<file path="src/gate_seq_pkg.sv">
package gate_seq_pkg;

   localparam int CLK_PERIOD_NS = 10;
   localparam int BLANK_NS = 20;
   localparam int ZERO_CUR_NS = 35;
   // least times round up to whole cycles
   localparam int BLANK_CYC = (BLANK_NS + CLK_PERIOD_NS - 1) / CLK_PERIOD_NS;
   localparam int ZERO_CUR_CYC = (ZERO_CUR_NS + CLK_PERIOD_NS - 1) / CLK_PERIOD_NS;
   localparam int CNT_W = 3;

   localparam logic [7:0] ADDR_CTRL = 8'h00;
   localparam logic [7:0] ADDR_STATUS = 8'h04;
   localparam logic [7:0] ADDR_MASK = 8'h08;
   localparam logic [7:0] ADDR_STATE = 8'h0C;

   localparam int CTRL_MODE_LSB = 0;
   localparam int CTRL_PHASE_LSB = 2;
   localparam logic [1:0] CTRL_PHASE_RST = 2'h3;

   localparam int EV_SHUTDOWN = 0;
   localparam int EV_START = 1;
   localparam int EV_PG_RISE = 2;
   localparam int EV_PG_FALL = 3;
   localparam int EV_W = 4;

   localparam logic [4:0] NO_LOAD_CODE = 5'h1F;

   typedef enum logic [1:0] {
      MODE_EXT_A = 2'h0,
      MODE_EXT_B = 2'h1,
      MODE_ALT6 = 2'h2,
      MODE_ALT5 = 2'h3
   } dac_mode_t;

   typedef enum logic [4:0] {
      G_OFF = 5'h01,
      G_LOW_ON = 5'h02,
      G_LOW_FALL = 5'h04,
      G_HIGH_ON = 5'h08,
      G_HIGH_FALL = 5'h10
   } gate_state_t;

   typedef struct packed {
      logic [1:0] phases;
      dac_mode_t mode;
   } ctrl_t;

   typedef struct packed {
      logic node_window;
      logic lg_below_half;
      logic lg_below_175;
      logic ug_near_node;
      logic node_below_08;
      logic vcc_rise;
      logic vcc_fall;
      logic en_rise;
      logic en_fall;
      logic ph4_ok;
      logic gs1;
      logic gs2;
      logic gs3;
   } cmp_t;

   typedef struct packed {
      cmp_t sync1;
      cmp_t sync2;
      gate_state_t gst;
      logic [CNT_W-1:0] blank_cnt;
      logic [CNT_W-1:0] zc_cnt;
      logic scheme_lg;
      logic vcc_ok;
      logic en_ok;
      logic run;
      logic pg;
      ctrl_t ctrl;
      logic [EV_W-1:0] status;
      logic [EV_W-1:0] mask;
      logic ug;
      logic lg;
      logic autozero;
      logic pwm4;
      logic pwm4_oe;
      logic irq;
      logic [31:0] rdata;
   } state_t;

endpackage

</file>
<file path="src/gate_deadtime_and_enable_sequencer.sv">
// The placing of the registers and the plain strobed port were chosen for this implementation.
`timescale 1ns/1ps

// How it works
// grounded select picks switch-node detect
// pulled-up select picks lower-gate detect
// node window reached releases upper gate
// zero current: release 35ns after lower low
// ignore node comparator 20ns after lower falls
// auto-zero tracks on-drop while lower conducts
// lower released on upper-near-node or node low
// lower-gate mode: release at 1.75V lower gate
// shutdown floats pulse outputs, gates off
// logic supply hysteretic power-on reset
// enable comparison with hysteresis
// fourth-channel enable required to start
// first gate supply; more phases need all
// other modes start soft-start at once
// 5-bit mode code 11111 blocks start
// power good after soft-start and in window
// power good low in shutdown and start
// comparators synchronised, delays rounded up
module gate_deadtime_and_enable_sequencer (
   input wire logic CLOCK_I,
   input wire logic RST_N_I,
   input wire logic [7:0] ADDR_I,
   input wire logic [31:0] WDATA_I,
   input wire logic WR_I,
   input wire logic RD_I,
   output logic [31:0] RDATA_O,
   output logic IRQ_O,
   input wire logic PULSE_I,
   input wire logic PULSE_FOURTH_I,
   input wire logic DETECT_SCHEME_SELECT_I,
   input wire logic NODE_IN_WINDOW_I,
   input wire logic LOWER_GATE_BELOW_HALF_I,
   input wire logic LOWER_GATE_BELOW_175_I,
   input wire logic UPPER_GATE_NEAR_NODE_I,
   input wire logic NODE_BELOW_08_I,
   input wire logic LOGIC_SUPPLY_ABOVE_RISE_I,
   input wire logic LOGIC_SUPPLY_BELOW_FALL_I,
   input wire logic ENABLE_ABOVE_RISE_I,
   input wire logic ENABLE_BELOW_FALL_I,
   input wire logic FOURTH_CHANNEL_ENABLE_I,
   input wire logic GATE_SUPPLY_FIRST_OK_I,
   input wire logic GATE_SUPPLY_SECOND_OK_I,
   input wire logic GATE_SUPPLY_THIRD_OK_I,
   input wire logic [7:0] VOLTAGE_ID_CODE_I,
   input wire logic SOFTSTART_DONE_I,
   input wire logic OUTPUT_IN_WINDOW_I,
   output logic UPPER_GATE_DRIVE_O,
   output logic LOWER_GATE_DRIVE_O,
   output logic AUTOZERO_TRACK_O,
   output logic PULSE_FOURTH_O,
   output logic PULSE_FOURTH_OE_O,
   output logic SOFTSTART_RUN_O,
   output logic POWER_GOOD_FLAG_O
);

   gate_seq_pkg::state_t st_r;
   gate_seq_pkg::state_t st_nxt;
   gate_seq_pkg::cmp_t cmp_in;
   gate_seq_pkg::cmp_t c;
   logic supplies_ok;
   logic no_load;
   logic blank_done;
   logic zc_done;
   logic release_up;
   logic [gate_seq_pkg::EV_W-1:0] ev;
   logic [gate_seq_pkg::EV_W-1:0] status_keep;

   function automatic logic [gate_seq_pkg::CNT_W-1:0] sat_inc(
      input logic [gate_seq_pkg::CNT_W-1:0] v);
      sat_inc = (&v) ? v : v + 3'h1;
   endfunction

   assign cmp_in = '{node_window: NODE_IN_WINDOW_I,
                     lg_below_half: LOWER_GATE_BELOW_HALF_I,
                     lg_below_175: LOWER_GATE_BELOW_175_I,
                     ug_near_node: UPPER_GATE_NEAR_NODE_I,
                     node_below_08: NODE_BELOW_08_I,
                     vcc_rise: LOGIC_SUPPLY_ABOVE_RISE_I,
                     vcc_fall: LOGIC_SUPPLY_BELOW_FALL_I,
                     en_rise: ENABLE_ABOVE_RISE_I,
                     en_fall: ENABLE_BELOW_FALL_I,
                     ph4_ok: FOURTH_CHANNEL_ENABLE_I,
                     gs1: GATE_SUPPLY_FIRST_OK_I,
                     gs2: GATE_SUPPLY_SECOND_OK_I,
                     gs3: GATE_SUPPLY_THIRD_OK_I};

   // only the second stage is ever looked at
   assign c = st_r.sync2;

   always_comb begin
      st_nxt = st_r;
      st_nxt.sync1 = cmp_in;
      st_nxt.sync2 = st_r.sync1;

      // hysteresis: set above the rising level, clear below the falling one
      if (c.vcc_rise) begin
         st_nxt.vcc_ok = 1'b1;
      end else if (c.vcc_fall) begin
         st_nxt.vcc_ok = 1'b0;
      end
      if (c.en_rise) begin
         st_nxt.en_ok = 1'b1;
      end else if (c.en_fall) begin
         st_nxt.en_ok = 1'b0;
      end

      // phase count 0 is read as single phase
      supplies_ok = c.gs1 & ((st_r.ctrl.phases <= 2'h1) | (c.gs2 & c.gs3));
      no_load = (st_r.ctrl.mode == gate_seq_pkg::MODE_ALT5) &&
                (VOLTAGE_ID_CODE_I[4:0] == gate_seq_pkg::NO_LOAD_CODE);
      st_nxt.run = st_r.vcc_ok & st_r.en_ok & c.ph4_ok & supplies_ok & ~no_load;
      st_nxt.pg = st_nxt.run & st_r.run & SOFTSTART_DONE_I & OUTPUT_IN_WINDOW_I;

      blank_done = st_r.blank_cnt >= gate_seq_pkg::CNT_W'(gate_seq_pkg::BLANK_CYC);
      zc_done = st_r.zc_cnt >= gate_seq_pkg::CNT_W'(gate_seq_pkg::ZERO_CUR_CYC);
      if (st_r.scheme_lg) begin
         release_up = c.lg_below_175;
      end else begin
         release_up = (blank_done & c.node_window) | zc_done;
      end

      unique case (st_r.gst)
         gate_seq_pkg::G_OFF: begin
            st_nxt.ug = 1'b0;
            st_nxt.lg = 1'b0;
            if (st_r.run) begin
               // scheme is taken only when leaving shutdown
               st_nxt.scheme_lg = DETECT_SCHEME_SELECT_I;
               st_nxt.blank_cnt = '0;
               st_nxt.zc_cnt = '0;
               if (PULSE_I) begin
                  st_nxt.gst = gate_seq_pkg::G_LOW_FALL;
               end else begin
                  st_nxt.gst = gate_seq_pkg::G_LOW_ON;
                  st_nxt.lg = 1'b1;
               end
            end
         end
         gate_seq_pkg::G_LOW_ON: begin
            if (PULSE_I) begin
               st_nxt.lg = 1'b0;
               st_nxt.gst = gate_seq_pkg::G_LOW_FALL;
               st_nxt.blank_cnt = '0;
               st_nxt.zc_cnt = '0;
            end
         end
         gate_seq_pkg::G_LOW_FALL: begin
            st_nxt.blank_cnt = sat_inc(st_r.blank_cnt);
            st_nxt.zc_cnt = c.lg_below_half ? sat_inc(st_r.zc_cnt) : '0;
            if (release_up) begin
               // a pulse already gone just turns the lower switch back on
               if (PULSE_I) begin
                  st_nxt.ug = 1'b1;
                  st_nxt.gst = gate_seq_pkg::G_HIGH_ON;
               end else begin
                  st_nxt.lg = 1'b1;
                  st_nxt.gst = gate_seq_pkg::G_LOW_ON;
               end
            end
         end
         gate_seq_pkg::G_HIGH_ON: begin
            if (!PULSE_I) begin
               st_nxt.ug = 1'b0;
               st_nxt.gst = gate_seq_pkg::G_HIGH_FALL;
            end
         end
         gate_seq_pkg::G_HIGH_FALL: begin
            if (c.ug_near_node | c.node_below_08) begin
               st_nxt.lg = 1'b1;
               st_nxt.gst = gate_seq_pkg::G_LOW_ON;
            end
         end
      endcase

      if (!st_r.run) begin
         st_nxt.gst = gate_seq_pkg::G_OFF;
         st_nxt.ug = 1'b0;
         st_nxt.lg = 1'b0;
      end
      // comparator tracks the on-drop only while the lower switch conducts
      st_nxt.autozero = (st_nxt.gst == gate_seq_pkg::G_LOW_ON);
      st_nxt.pwm4 = st_r.run & PULSE_FOURTH_I;
      st_nxt.pwm4_oe = st_r.run;

      ev = '0;
      ev[gate_seq_pkg::EV_SHUTDOWN] = st_r.run & ~st_nxt.run;
      ev[gate_seq_pkg::EV_START] = ~st_r.run & st_nxt.run;
      ev[gate_seq_pkg::EV_PG_RISE] = ~st_r.pg & st_nxt.pg;
      ev[gate_seq_pkg::EV_PG_FALL] = st_r.pg & ~st_nxt.pg;

      st_nxt.rdata = '0;
      status_keep = st_r.status;
      if (RD_I) begin
         case (ADDR_I)
            gate_seq_pkg::ADDR_CTRL: begin
               st_nxt.rdata = {28'h0000000, st_r.ctrl};
            end
            gate_seq_pkg::ADDR_STATUS: begin
               st_nxt.rdata = {28'h0000000, st_r.status};
               status_keep = '0;
            end
            gate_seq_pkg::ADDR_MASK: begin
               st_nxt.rdata = {28'h0000000, st_r.mask};
            end
            gate_seq_pkg::ADDR_STATE: begin
               st_nxt.rdata = {24'h000000, st_r.gst, st_r.pg, st_r.run, st_r.scheme_lg};
            end
            default: begin
               st_nxt.rdata = '0;
            end
         endcase
      end
      // a new event beats the clear-on-read in the same cycle
      st_nxt.status = status_keep | ev;
      if (WR_I) begin
         if (ADDR_I == gate_seq_pkg::ADDR_CTRL) begin
            st_nxt.ctrl.mode = gate_seq_pkg::dac_mode_t'(WDATA_I[gate_seq_pkg::CTRL_MODE_LSB +: 2]);
            st_nxt.ctrl.phases = WDATA_I[gate_seq_pkg::CTRL_PHASE_LSB +: 2];
         end else if (ADDR_I == gate_seq_pkg::ADDR_MASK) begin
            st_nxt.mask = WDATA_I[gate_seq_pkg::EV_W-1:0];
         end
      end
      st_nxt.irq = |(st_nxt.status & st_nxt.mask);
   end

   always_ff @(posedge CLOCK_I or negedge RST_N_I) begin
      if (!RST_N_I) begin
         st_r <= '0;
         st_r.gst <= gate_seq_pkg::G_OFF;
         st_r.ctrl.phases <= gate_seq_pkg::CTRL_PHASE_RST;
      end else begin
         st_r <= st_nxt;
      end
   end

   assign RDATA_O = st_r.rdata;
   assign IRQ_O = st_r.irq;
   assign UPPER_GATE_DRIVE_O = st_r.ug;
   assign LOWER_GATE_DRIVE_O = st_r.lg;
   assign AUTOZERO_TRACK_O = st_r.autozero;
   assign PULSE_FOURTH_O = st_r.pwm4;
   assign PULSE_FOURTH_OE_O = st_r.pwm4_oe;
   assign SOFTSTART_RUN_O = st_r.run;
   assign POWER_GOOD_FLAG_O = st_r.pg;
endmodule

</file>
<file path="config.mk">
export PLATFORM = sky130hd
export DESIGN_NAME = gate_deadtime_and_enable_sequencer
export DESIGN_NICKNAME = d
export VERILOG_FILES = /design/src/gate_seq_pkg.sv /design/src/gate_deadtime_and_enable_sequencer.sv
export SDC_FILE = /design/constraint.sdc
export NUM_CORES = 1
export LEC_CHECK = 0
export ABC_CLOCK_PERIOD_IN_PS = 5050
export BUFFER_PORTS_ARGS = -buffer_cell sky130_fd_sc_hd__buf_2
export CAP_MARGIN = 30
export CORE_ASPECT_RATIO = 1.1
export CORE_MARGIN = 10
export CORE_UTILIZATION = 40
export DETAILED_ROUTE_END_ITERATION = 16
export GPL_TIMING_DRIVEN = 0
export PLACE_DENSITY_LB_ADDON = 0.15
export SLEW_MARGIN = 30
export SYNTH_ARGS = -nofsm -noshare
export SYNTH_HDL_FRONTEND = slang
export SYNTH_SLANG_ARGS = --single-unit
</file>
<file path="constraint.sdc">
create_clock -name CLOCK_I -period 5.05 [get_ports CLOCK_I]
set_input_delay 0.2525 -clock CLOCK_I [delete_from_list [all_inputs] [get_ports CLOCK_I]]
set_output_delay 0.2525 -clock CLOCK_I [all_outputs]
set_load 0.1 [all_outputs]
</file>
==> results.md, run 1 <==
| Parameter | This run | Unit |
|:---|:---|:---|
| Outcome | finished, final reports clean | - |
| Number of instances in the synthesized netlist | 270 | - |
| Share of cells above drive strength 1 | 33.2 | % |
| Cell area after placement | 3640 | um2 |
| P_leak | 1.96 | nW |
| Startpoint-to-endpoint class of the critical path | flip-flop to flip-flop | - |
| Post-Synthesis Mean Instance Area | 11.6 | um2 |
| Worst-path cell with the longest stage delay | sky130_fd_sc_hd__dfstp_2 | - |
| Area of the core | 7560 | um2 |
| Die outline width | 104 | um |
| Top cell type by total area after synthesis | sky130_fd_sc_hd__dfrtp_1 | - |
| Critical Path Source Type | flip-flop | - |
| Crit Reg-Reg Endpoint | st_r[55] | - |
| Setup crit end | st_r[55] | - |
| Via count of the first global-routing pass | 2228 | - |
| Antenna viol nets, final | 0 | - |
| IR Drop Worst-Case VDD | 0.164 | mV |
| Power density over cell area | 316 | nW/um2 |
| Vert. Die Dim | 113 | um |
| RePlAce Congestion | 0.800 | - |
| WP data arrival | 2.08 | ns |
| Transition at the pin with the smallest max-transition slack | 0.562 | ns |
| Number of antenna violations at the first check in global routing | 0 | - |
| Commonest cells after routing, fill and taps aside | 65 x sky130_fd_sc_hd__dfrtp_1, 56 x sky130_fd_sc_hd__buf_2, 35 x sky130_fd_sc_hd__buf_4, 24 x sky130_fd_sc_hd__conb_1, 19 x sky130_fd_sc_hd__nor2_1 | - |
| Ys async rst share | 100 | % |
| Remaining DRCs | 0 | - |
| Synth Register Bits | 68 | - |
| Clock buffer depth | 2 | - |
| Count of final max-slew check failures | 0 | - |
| Sequential fraction of the synthesis area | 54.5 | % |
| Critical path depth | 5 | - |
| Global-route wire length before repair | 10400 | um |
| Final Core Density | 51.5 | % |
| Largest cells by area after synthesis | sky130_fd_sc_hd__dfrtp_1 52%, sky130_fd_sc_hd__buf_4 8.2%, sky130_fd_sc_hd__dfstp_2 2.5% | - |
| Crit path from | st_r[61] | - |
| Clock transition at the register clock pins on the worst setup and hold paths after CTS | 0.07 | ns |
| Clock tree from TritonCTS | built | - |
| Clock Tree Root | sky130_fd_sc_hd__clkbuf_8 | - |
| Maximum level of the CTS H-tree | 3 | - |
| Setup repair after global routing missed its margin | no | - |
| Number of buffers and inverters on the critical path | 1 | - |
| Post-Layout Cell Count | 475 | - |
| Post-synth EDFFs | 0 | - |
| Total number of vias | 2147 | - |
| Residual overflow from global routing | 0 | - |
| Classification of the worst-slack hold path | primary input to flip-flop | - |
| Die outline area | 11800 | um2 |
| Number of antenna diodes | 0 | - |
| Max-cap check violation count | 0 | - |
| Count of synthesis-stage warnings from yosys | 0 | - |
| Placed cells | 453 | - |
| Vias per Instance | 4.52 | - |
| Time the final worst path needs with I/O delays and setup | 1.86 | ns |
| Syn Std Cell Area | 3130 | um2 |
| I/O pin count | 110 | - |
| Number of gates resized after cts | 0 | - |
| Starting density of the core | 41.4 | % |
| List of cells traversed by the critical path | buf_2 -> nand4_4 -> o2bb2ai_2 -> a311o_1 -> mux2_4 | - |
| Buffers on Ports | 54 | - |
| Launch instance of the worst register-to-register path | st_r[61] | - |
| Total global-route track usage | 10.7 | % |
| R2R setup slack | 3.19 | ns |
| Maximum number of pins on one net before global-route repair | 36 | - |
| Setup skew after layout | 0.00861 | ns |
| Period utilization | 36.9 | % |
| Number of DRC markers in iteration 0 | 87 | - |
| Site row count | 33 | - |
| Worst r2r path cells | 5 | - |
| Worst Path Required | 5.26 | ns |
| Crit path capture type | flip-flop | - |
| Post-CTS Setup Bufs | 0 | - |
| Maximum cell stage delay along the critical path | 0.53 | ns |
| Number of hold violations in the final report | 0 | - |
| Top delay family on crit path | compound AO/OA/AOI/OAI gates | - |
| Setup_tns | 0 | ns |
| Cell variety after synth | 58 | - |
| Max Fanout on Critical Path | 10 | - |
| Worst slew slack as a fraction of its limit | 62.4 | % |
| Setup-failing EPs final | 0 | - |
| Total detailed-routing wirelength | 6020 | um |
| Clock Sink Count | 68 | - |
| Most frequent standard cell in the layout excluding fill and tap cells | sky130_fd_sc_hd__dfrtp_1 | - |
| Layout area overhead | 24.4 | % |
| Detailed-router iteration count before antenna repair | 4 | - |
| Post-route cell area | 3890 | um2 |
| Dominant synthesized flop cell | sky130_fd_sc_hd__dfrtp_1 | - |
| Average wire per standard cell | 12.7 | um |
| Top cell type's share of synthesized area | 52.0 | % |
| Placed wire-length estimate after detailed placement | 4610 | um |
| Clock latency on the worst-skew pair | 0.33 | ns |
| Achievable clock frequency | 537 | MHz |
| CTS buffer count | 9 | - |
| Nets | 441 | - |
## cell type report
type,count,area [um2]
buffer,45,308
clock buffer,10,128
clock inverter,5,53.8
fill,711,3670
inverter,10,37.5
multi-input combinational,170,1160
sequential,68,1710
tap,105,131
timing repair buffer,62,363
## cells in the mapped netlist, types with 6 or more instances
master                     instances
sky130_fd_sc_hd__inv_1            10
sky130_fd_sc_hd__buf_4            34
sky130_fd_sc_hd__dfrtp_1          65
sky130_fd_sc_hd__nor2b_1          10
sky130_fd_sc_hd__nor2_1           19
sky130_fd_sc_hd__clkbuf_1          6
sky130_fd_sc_hd__and2_1            6
sky130_fd_sc_hd__nand3_1           9
sky130_fd_sc_hd__nand2_1          11
sky130_fd_sc_hd__mux2_1            6
## per-stage QoR
| step | power, mW | hold WS [ns] | setup slack [ns] |
|---|---|---|---|
| floorplan | 0.764 | -0.0431 | 2.91 |
| global placement | 0.808 | 0.333 | 3.19 |
| detailed placement | 0.813 | 0.225 | 3.18 |
| CTS | 1.23 | 0.00952 | 3.18 |
| global route | 1.29 | 0.000701 | 3.11 |
| finish | 1.23 | 0.0279 | 3.19 |
## kinds of logic after synthesis
family,Yosys count,share of synthesized area [%]
AND/OR/NAND/NOR,77,14.7
flip-flops,68,54.5
buffers and inverters,55,11.0
AO/OA/AOI/OAI,45,11.0
multiplexers,17,6.04
adder cells (fa/ha/maj),5,2.00
XOR/XNOR,2,0.560
other,1,0.120
## how the worst min path moves through the flow
stage	depth (start not counted)	endpoint	slack, ns	from
global route	1	st_nxt[75]	0.0007	UPPER_GATE_NEAR_NODE_I
detailed placement	1	c[6]	0.23	RST_N_I
floorplan	0	AUTOZERO_TRACK_O	-0.04	RST_N_I
global placement	0	c[7]	0.33	st_nxt[73]
finish	1	st_nxt[75]	0.03	UPPER_GATE_NEAR_NODE_I
CTS	1	st_nxt[72]	0.01	LOGIC_SUPPLY_BELOW_FALL_I
## registers in the layout, summed over array words and instances, names as in the netlist
name                cells
UPPER_GATE_DRIVE_O      1
RDATA_O                 8
SOFTSTART_RUN_O         1
PULSE_FOURTH_O          1
PULSE_FOURTH_OE_O       1
st_r                   26
AUTOZERO_TRACK_O        1
LOWER_GATE_DRIVE_O      1
POWER_GOOD_FLAG_O       1
st_nxt                 13
IRQ_O                   1
c                      13
## worst register-to-register path, delay by kind of cell, from the launching register on
kind	cells	cell delay (ns)
muxes	1	0.32
buffers and inverters	1	0.22
and+or+nand+nor	1	0.14
AOI/OAI and AO/OA	2	0.55
DFF	1	0.53
## power by group
part | internal [mW] | switching, mW
sequential | 0.575 | 0.0167
clock | 0.224 | 0.197
combinational | 0.0608 | 0.154
## what timing repair did
item                                    CTS  global route
hold endpoints to repair                 33             6
endpoints found under the setup margin    0             0
hold buffers                              1             6
## routing by layer
| metal | routed length (um) | up-vias | track usage [%] |
|---|---|---|---|
| li1 | - | 1071 | - |
| met1 | 2730 | 1006 | 12.9 |
| met2 | 2790 | 66 | 16.4 |
| met3 | 454 | 4 | 5.05 |
| met4 | 48 | 0 | 3.90 |
| met5 | 0 | - | 0 |
Note: power is estimated with default switching activity, not from simulation.
==> inputs of run 2 (changes only) <==
- ABC_CLOCK_PERIOD_IN_PS: 5050 -> 1900
- clock period: 5.05 -> 1.9 ns (I/O delays scaled with it)
==> run 2 against run 1 <==
- maximum frequency is 2.5% higher
- register-to-register slack worse by 3.1 ns
- highest routed layer unchanged
- worst hold slack better by 0.053 ns
- power grew to 2.7 times the previous value
- critical path depth stayed put
- non-clock buffer count is 14 higher
==> results.md, run 2 (synthesis results as in run 1) <==
| Parameter | This run | Unit | Change |
|:---|:---|:---|:---|
| Fill cells | 709 | - | -0.28% |
| Outcome | finished, final reports clean | - |  |
| Count of final max-slew check failures | 0 | - | unchanged |
| Worst Path Required | 2.13 | ns | -3.13 ns |
| Critical Path Source Type | flip-flop | - |  |
| Max-cap check violation count | 0 | - | unchanged |
| Worst slew slack as a fraction of its limit | 63.0 | % | +0.58 points |
| Maximum level of the CTS H-tree | 3 | - | unchanged |
| Hold wc startpoint | OUTPUT_IN_WINDOW_I | - |  |
| Post-route cell area | 4050 | um2 | +4.2% |
| Clock latency on the worst-skew pair | 0.34 | ns | about the same |
| Final Core Density | 53.7 | % | +2.2 points |
| Share of cells above drive strength 1 | 33.5 | % | +0.26 points |
| Area of the core | 7560 | um2 | unchanged |
| Setup skew after layout | 0.00566 | ns | -0.00295 ns |
| Setup repair after global routing missed its margin | no | - |  |
| Average wire per standard cell | 13.2 | um | +4.0% |
| Global-route wire length before repair | 11400 | um | +9.5% |
| WP data arrival | 2.05 | ns | -0.03 ns |
| Time the final worst path needs with I/O delays and setup | 1.82 | ns | -0.0452 ns |
| Clock buffer depth | 2 | - | unchanged |
| Vias per Instance | 4.58 | - | +1.3% |
| Transition at the pin with the smallest max-transition slack | 0.553 | ns | -0.00859 ns |
| Total number of vias | 2244 | - | +4.5% |
| P_leak | 2.02 | nW | +2.7% |
| Commonest cells after routing, fill and taps aside | 64 x sky130_fd_sc_hd__dfrtp_1, 55 x sky130_fd_sc_hd__buf_2, 36 x sky130_fd_sc_hd__buf_4, 24 x sky130_fd_sc_hd__conb_1, 20 x sky130_fd_sc_hd__dlygate4sd3_1 | - |  |
| I/O pin count | 110 | - | unchanged |
| Die outline width | 104 | um | unchanged |
| Total detailed-routing wirelength | 6460 | um | +7.3% |
| Launch instance of the worst register-to-register path | st_r[61] | - |  |
| Cell area after placement | 3650 | um2 | +0.24% |
| CTS buffer count | 9 | - | unchanged |
| Clock transition at the register clock pins on the worst setup and hold paths after CTS | 0.08 | ns | about the same |
| Starting density of the core | 41.4 | % | unchanged |
| Setup_tns | 0 | ns | unchanged |
| Classification of the worst-slack hold path | primary input to flip-flop | - |  |
| Residual overflow from global routing | 0 | - | unchanged |
| Remaining DRCs | 0 | - | unchanged |
| Most frequent standard cell in the layout excluding fill and tap cells | sky130_fd_sc_hd__dfrtp_1 | - |  |
| R2R setup slack | 0.08 | ns | -3.10 ns |
| Period utilization | 95.6 | % | +59 points |
| Layout area overhead | 29.7 | % |  |
| Setup-failing EPs final | 0 | - | unchanged |
| Die outline area | 11800 | um2 | unchanged |
| Antenna viol nets, final | 0 | - | unchanged |
| Max Fanout on Critical Path | 10 | - | unchanged |
| Crit Reg-Reg Endpoint | st_r[55] | - |  |
| Number of DRC markers in iteration 0 | 102 | - | +17% |
| Worst hold stages | 3 | - | +2 |
| Buffers on Ports | 54 | - | unchanged |
| Largest reg by FF count | st_r | - |  |
| Maximum number of pins on one net before global-route repair | 51 | - | +42% |
| Clock Tree Root | sky130_fd_sc_hd__clkbuf_8 | - |  |
| Placed wire-length estimate after detailed placement | 4760 | um | +3.1% |
| Number of antenna diodes | 0 | - | unchanged |
| Number of hold violations in the final report | 0 | - | unchanged |
| Flip-flop count of the largest register, all copies and words added | 26 | - | unchanged |
| Power density over cell area | 806 | nW/um2 | +160% |
| Crit path capture type | flip-flop | - |  |
| Number of antenna violations at the first check in global routing | 0 | - | unchanged |
| Clock tree from TritonCTS | built | - |  |
| Worst r2r path cells | 5 | - | unchanged |
| Via count of the first global-routing pass | 2490 | - | +12% |
| IR Drop Worst-Case VDD | 0.551 | mV | +240% |
| Startpoint-to-endpoint class of the critical path | flip-flop to flip-flop | - |  |
| Total global-route track usage | 11.7 | % | +0.98 points |
| Clock Sink Count | 68 | - | unchanged |
| Sink of the worst hold path | POWER_GOOD_FLAG_O | - |  |
| Detailed-router iteration count before antenna repair | 8 | - | +4 |
| Achievable clock frequency | 550 | MHz | +2.5% |
| RePlAce Congestion | 0.792 | - | -0.90% |
| Nets | 455 | - | +3.2% |
| Site row count | 33 | - | unchanged |
| Vert. Die Dim | 113 | um | unchanged |
## run 2: cell count changes in the layout (fill, tap and decap cells not counted), moves of 2 or more
| cell | previous run | this run |
|---|---|---|
| sky130_fd_sc_hd__inv_6 | 0 | 2 |
| sky130_fd_sc_hd__clkinv_2 | 3 | 0 |
| sky130_fd_sc_hd__clkinvlp_4 | 0 | 4 |
| sky130_fd_sc_hd__dlygate4sd3_1 | 7 | 20 |
## run 2: layer usage
metal | part of all wire (%) | wire [um] | GRT usage [%]
met5 | 0 | 0 | 0
met4 | 1.8 | 119 | 6.50
met3 | 6.6 | 424 | 3.97
met2 | 47 | 3020 | 18.0
met1 | 45 | 2890 | 14.1
## run 2: area by class of cell
class	count	area (um2)	share of cell area (%)
inverter	10	37.5	0.926
multi-input combinational	170	1170	28.9
tap	105	131	3.24
clock inverter	6	47.5	1.17
buffer	45	314	7.75
sequential	68	1710	42.1
timing repair buffer	76	508	12.5
clock buffer	10	138	3.40
## run 2: worst max path at each step
| stage | from | endpoint | slack (ns) | cells past startpoint |
|---|---|---|---|---|
| after detailed placement | st_r[61] | st_r[55] | 0.03 | 5 |
| after CTS | st_r[61] | st_r[55] | 0.02 | 5 |
| after global routing | st_r[62] | st_r[56] | 0.006 | 6 |
| after global placement | st_r[61] | st_r[55] | 0.05 | 5 |
| final | st_r[61] | st_r[55] | 0.08 | 5 |
| after floorplan | SOFTSTART_RUN_O | st_r[55] | 0.07 | 4 |
## run 2: through the flow
stage | hold slack [ns] | std cells | setup slack, ns | power, mW
after floorplan | -0.201 | 293 | 0.0723 | 2.03
after CTS | 0.0699 | 489 | 0.0206 | 3.30
after global routing | 0.0906 | 490 | 0.00614 | 3.43
final | 0.0811 | 490 | 0.0831 | 3.27
after global placement | 0.203 | 452 | 0.0504 | 2.15
after detailed placement | -0.00974 | 453 | 0.0330 | 2.17
## run 2: worst max-delay path, stage by stage, from the launching register on
cell	delay, ns
sky130_fd_sc_hd__dfstp_2	0.53
sky130_fd_sc_hd__buf_4	0.17
sky130_fd_sc_hd__nand4_4	0.12
sky130_fd_sc_hd__a21boi_2	0.19
sky130_fd_sc_hd__a311o_1	0.38
sky130_fd_sc_hd__mux2_4	0.31
## run 2: what timing repair did
item | 4_1_cts | 5_1_grt
hold buffers | 20 | 0
endpoints found under the hold margin | 85 | 0
setup endpoints to repair | 0 | 3
setup buffers | 0 | 1
gates resized for setup | 0 | 6
## run 2: where the power goes
group / switching (mW) / internal [mW]
Combinational: 0.417 / 0.185
Sequential: 0.0441 / 1.53
Clock: 0.576 / 0.517
==> inputs of run 3 (changes only) <==
- CORE_MARGIN: 10 -> default
- CORE_UTILIZATION: 40 -> 50
==> run 3 against run 2 <==
- register-to-register slack barely moved
- utilization grew 14 points
- sequential power about the same
- setup slack worse by 0.0045 ns
- first-iteration DRC count rose by 29%
- via count is 1.9% lower
- die area decreased by 44%
- clock skew shrank 0.0017 ns
- non-clock buffer count is 1 lower
- critical path type unchanged
==> results.md, run 3 (synthesis results as in run 1) <==
| Parameter | This run | Unit | Change |
|:---|:---|:---|:---|
| Outcome | finished, final reports clean | - |  |
| Setup repair after global routing missed its margin | no | - |  |
| Total detailed-routing wirelength | 5420 | um | -16% |
| Clock tree from TritonCTS | built | - |  |
| Number of antenna diodes | 0 | - | unchanged |
| Average wire per standard cell | 11.8 | um | -11% |
| Starting density of the core | 52.9 | % | +11 points |
| Maximum level of the CTS H-tree | 3 | - | unchanged |
| Max-cap check violation count | 0 | - | unchanged |
| Period utilization | 95.9 | % | +0.23 points |
| P_leak | 2.03 | nW | +0.38% |
| Detailed-router iteration count before antenna repair | 4 | - | -4 |
| Remaining DRCs | 0 | - | unchanged |
| Vias per Instance | 4.77 | - | +4.3% |
| CTS buffer count | 9 | - | unchanged |
| Number of hold violations in the final report | 0 | - | unchanged |
| Residual overflow from global routing | 0 | - | unchanged |
| Maximum number of pins on one net before global-route repair | 48 | - | -5.9% |
| Post-CTS Setup Bufs | 0 | - | unchanged |
| Flip-flop count of the largest register, all copies and words added | 26 | - | unchanged |
| Layout area overhead | 28.7 | % |  |
| Achievable clock frequency | 549 | MHz | -0.24% |
| Final Core Density | 68.0 | % | +14 points |
| Clock Tree Root | sky130_fd_sc_hd__clkbuf_8 | - |  |
| Clock transition at the register clock pins on the worst setup and hold paths after CTS | 0.07 | ns | about the same |
| Share of cells above drive strength 1 | 32.8 | % | -0.69 points |
| RePlAce Congestion | 0.846 | - | +6.8% |
| Total global-route track usage | 18.3 | % | +6.6 points |
| Classification of the worst-slack hold path | primary input to flip-flop | - |  |
| Total number of vias | 2201 | - | -1.9% |
| Power density over cell area | 844 | nW/um2 | +4.7% |
| WP data arrival | 2.06 | ns | about the same |
| Placed wire-length estimate after detailed placement | 3780 | um | -20% |
| Count of final max-slew check failures | 0 | - | unchanged |
| Critical Path Source Type | flip-flop | - |  |
| Vert. Die Dim | 84.9 | um | -25% |
| Startpoint-to-endpoint class of the critical path | flip-flop to flip-flop | - |  |
| I/O pin count | 110 | - | unchanged |
| Die outline area | 6570 | um2 | -44% |
| Max Fanout on Critical Path | 10 | - | unchanged |
| Setup skew after layout | 0.00397 | ns | -0.00169 ns |
| Buffers on Ports | 54 | - | unchanged |
| Nets | 454 | - | -0.22% |
| Clock latency on the worst-skew pair | 0.35 | ns | about the same |
| Commonest cells after routing, fill and taps aside | 64 x sky130_fd_sc_hd__dfrtp_1, 55 x sky130_fd_sc_hd__buf_2, 35 x sky130_fd_sc_hd__buf_4, 24 x sky130_fd_sc_hd__conb_1, 20 x sky130_fd_sc_hd__dlygate4sd3_1 | - |  |
| Worst slew slack as a fraction of its limit | 64.7 | % | +1.7 points |
| Site row count | 29 | - | -12% |
| Setup-failing EPs final | 0 | - | unchanged |
| Post-Place Worst Slack | 0.0440 | ns | +0.0110 ns |
| IR Drop Worst-Case VDD | 0.610 | mV | +11% |
| Largest reg by FF count | st_r | - |  |
| Antenna viol nets, final | 0 | - | unchanged |
| Transition at the pin with the smallest max-transition slack | 0.527 | ns | -0.0259 ns |
| Time the final worst path needs with I/O delays and setup | 1.82 | ns | +0.00446 ns |
| Die outline width | 77.4 | um | -26% |
| Clock buffer depth | 2 | - | unchanged |
| Global-route wire length before repair | 9170 | um | -20% |
| Number of DRC markers in iteration 0 | 132 | - | +29% |
| Via count of the first global-routing pass | 2067 | - | -17% |
| Worst Path Required | 2.14 | ns | about the same |
| Area of the core | 5910 | um2 | -22% |
| Crit path capture type | flip-flop | - |  |
| Setup_tns | 0 | ns | unchanged |
| Most frequent standard cell in the layout excluding fill and tap cells | sky130_fd_sc_hd__dfrtp_1 | - |  |
| Number of antenna violations at the first check in global routing | 0 | - | unchanged |
| Final setup slack of the worst path | 0.0787 | ns | -0.00446 ns |
| Clock Sink Count | 68 | - | unchanged |
## run 3: cell count changes in the layout (fill, tap and decap cells not counted)
cell,previous run,this run
sky130_fd_sc_hd__clkinvlp_4,4,2
sky130_fd_sc_hd__a21boi_0,1,2
sky130_fd_sc_hd__a21boi_2,1,0
sky130_fd_sc_hd__buf_4,36,35
sky130_fd_sc_hd__buf_6,2,1
sky130_fd_sc_hd__bufinv_16,0,1
sky130_fd_sc_hd__clkbuf_4,0,1
sky130_fd_sc_hd__clkinv_4,0,1
sky130_fd_sc_hd__nor3_1,0,1
sky130_fd_sc_hd__nor3_2,1,0
## run 3: path summary, 6_finish.rpt
check | startpoint | end | slack (ns) | cells past startpoint
worst max register to register | st_r[61] | st_r[55] | 0.08 | 6
worst min-delay path | OUTPUT_IN_WINDOW_I | POWER_GOOD_FLAG_O | 0.07 | 3
max in group asynchronous | RST_N_I | st_r[61] | 1.16 | 3
min in group asynchronous | RST_N_I | IRQ_O | 0.18 | 2
worst min register to register | st_nxt[69] | c[3] | 0.35 | 0
worst max-delay path | st_r[61] | st_r[55] | 0.08 | 6
## run 3: metal layers
metal	track usage, %	vias to the layer above	wire (um)
met3	6.45	12	345
met5	0	-	0
met4	9.43	0	108
li1	-	1097	-
met2	29.4	81	2610
met1	21.7	1011	2360
## run 3: repair_timing
action | in CTS | in global routing
endpoints found under the setup margin | 0 | 1
endpoints found under the hold margin | 87 | 0
resized for setup | 0 | 1
hold buffers | 20 | 0
## run 3: critical path: stages (launching register included)
cell,delay (ns)
sky130_fd_sc_hd__dfstp_2,0.53
sky130_fd_sc_hd__clkbuf_4,0.20
sky130_fd_sc_hd__nor3_1,0.08
sky130_fd_sc_hd__nand3b_1,0.11
sky130_fd_sc_hd__o2bb2ai_2,0.08
sky130_fd_sc_hd__a311o_1,0.40
sky130_fd_sc_hd__mux2_4,0.32
## run 3: metrics by stage
step / std cells / total power, mW / cell area [um2] / hold WS [ns]
2_1_floorplan: 293 / 2.03 / 3210 / -0.201
3_3_place_gp: 424 / 2.14 / 3580 / 0.203
3_5_place_dp: 425 / 2.16 / 3610 / 0.00474
4_1_cts: 461 / 3.42 / 4020 / 0.0661
5_1_grt: 461 / 3.53 / 4020 / 0.0717
6_report: 461 / 3.39 / 4020 / 0.0735
## run 3: final cells by class
cell class,instances,area (um2)
clock inverters,6,71.3
plain buffers,45,310
clock buffers,10,138
flip-flops and latches,68,1710
fillers,455,1890
well taps,77,96.3
inverters,10,37.5
multi-input cells,170,1160
repair buffers,75,500
## run 3: report_power, final
| part | internal [mW] | switching (mW) | total [mW] |
|---|---|---|---|
| clock | 0.652 | 0.580 | 1.23 |
| sequential | 1.53 | 0.0446 | 1.57 |
| combinational | 0.181 | 0.409 | 0.590 |
| total | 2.36 | 1.03 | 3.39 |
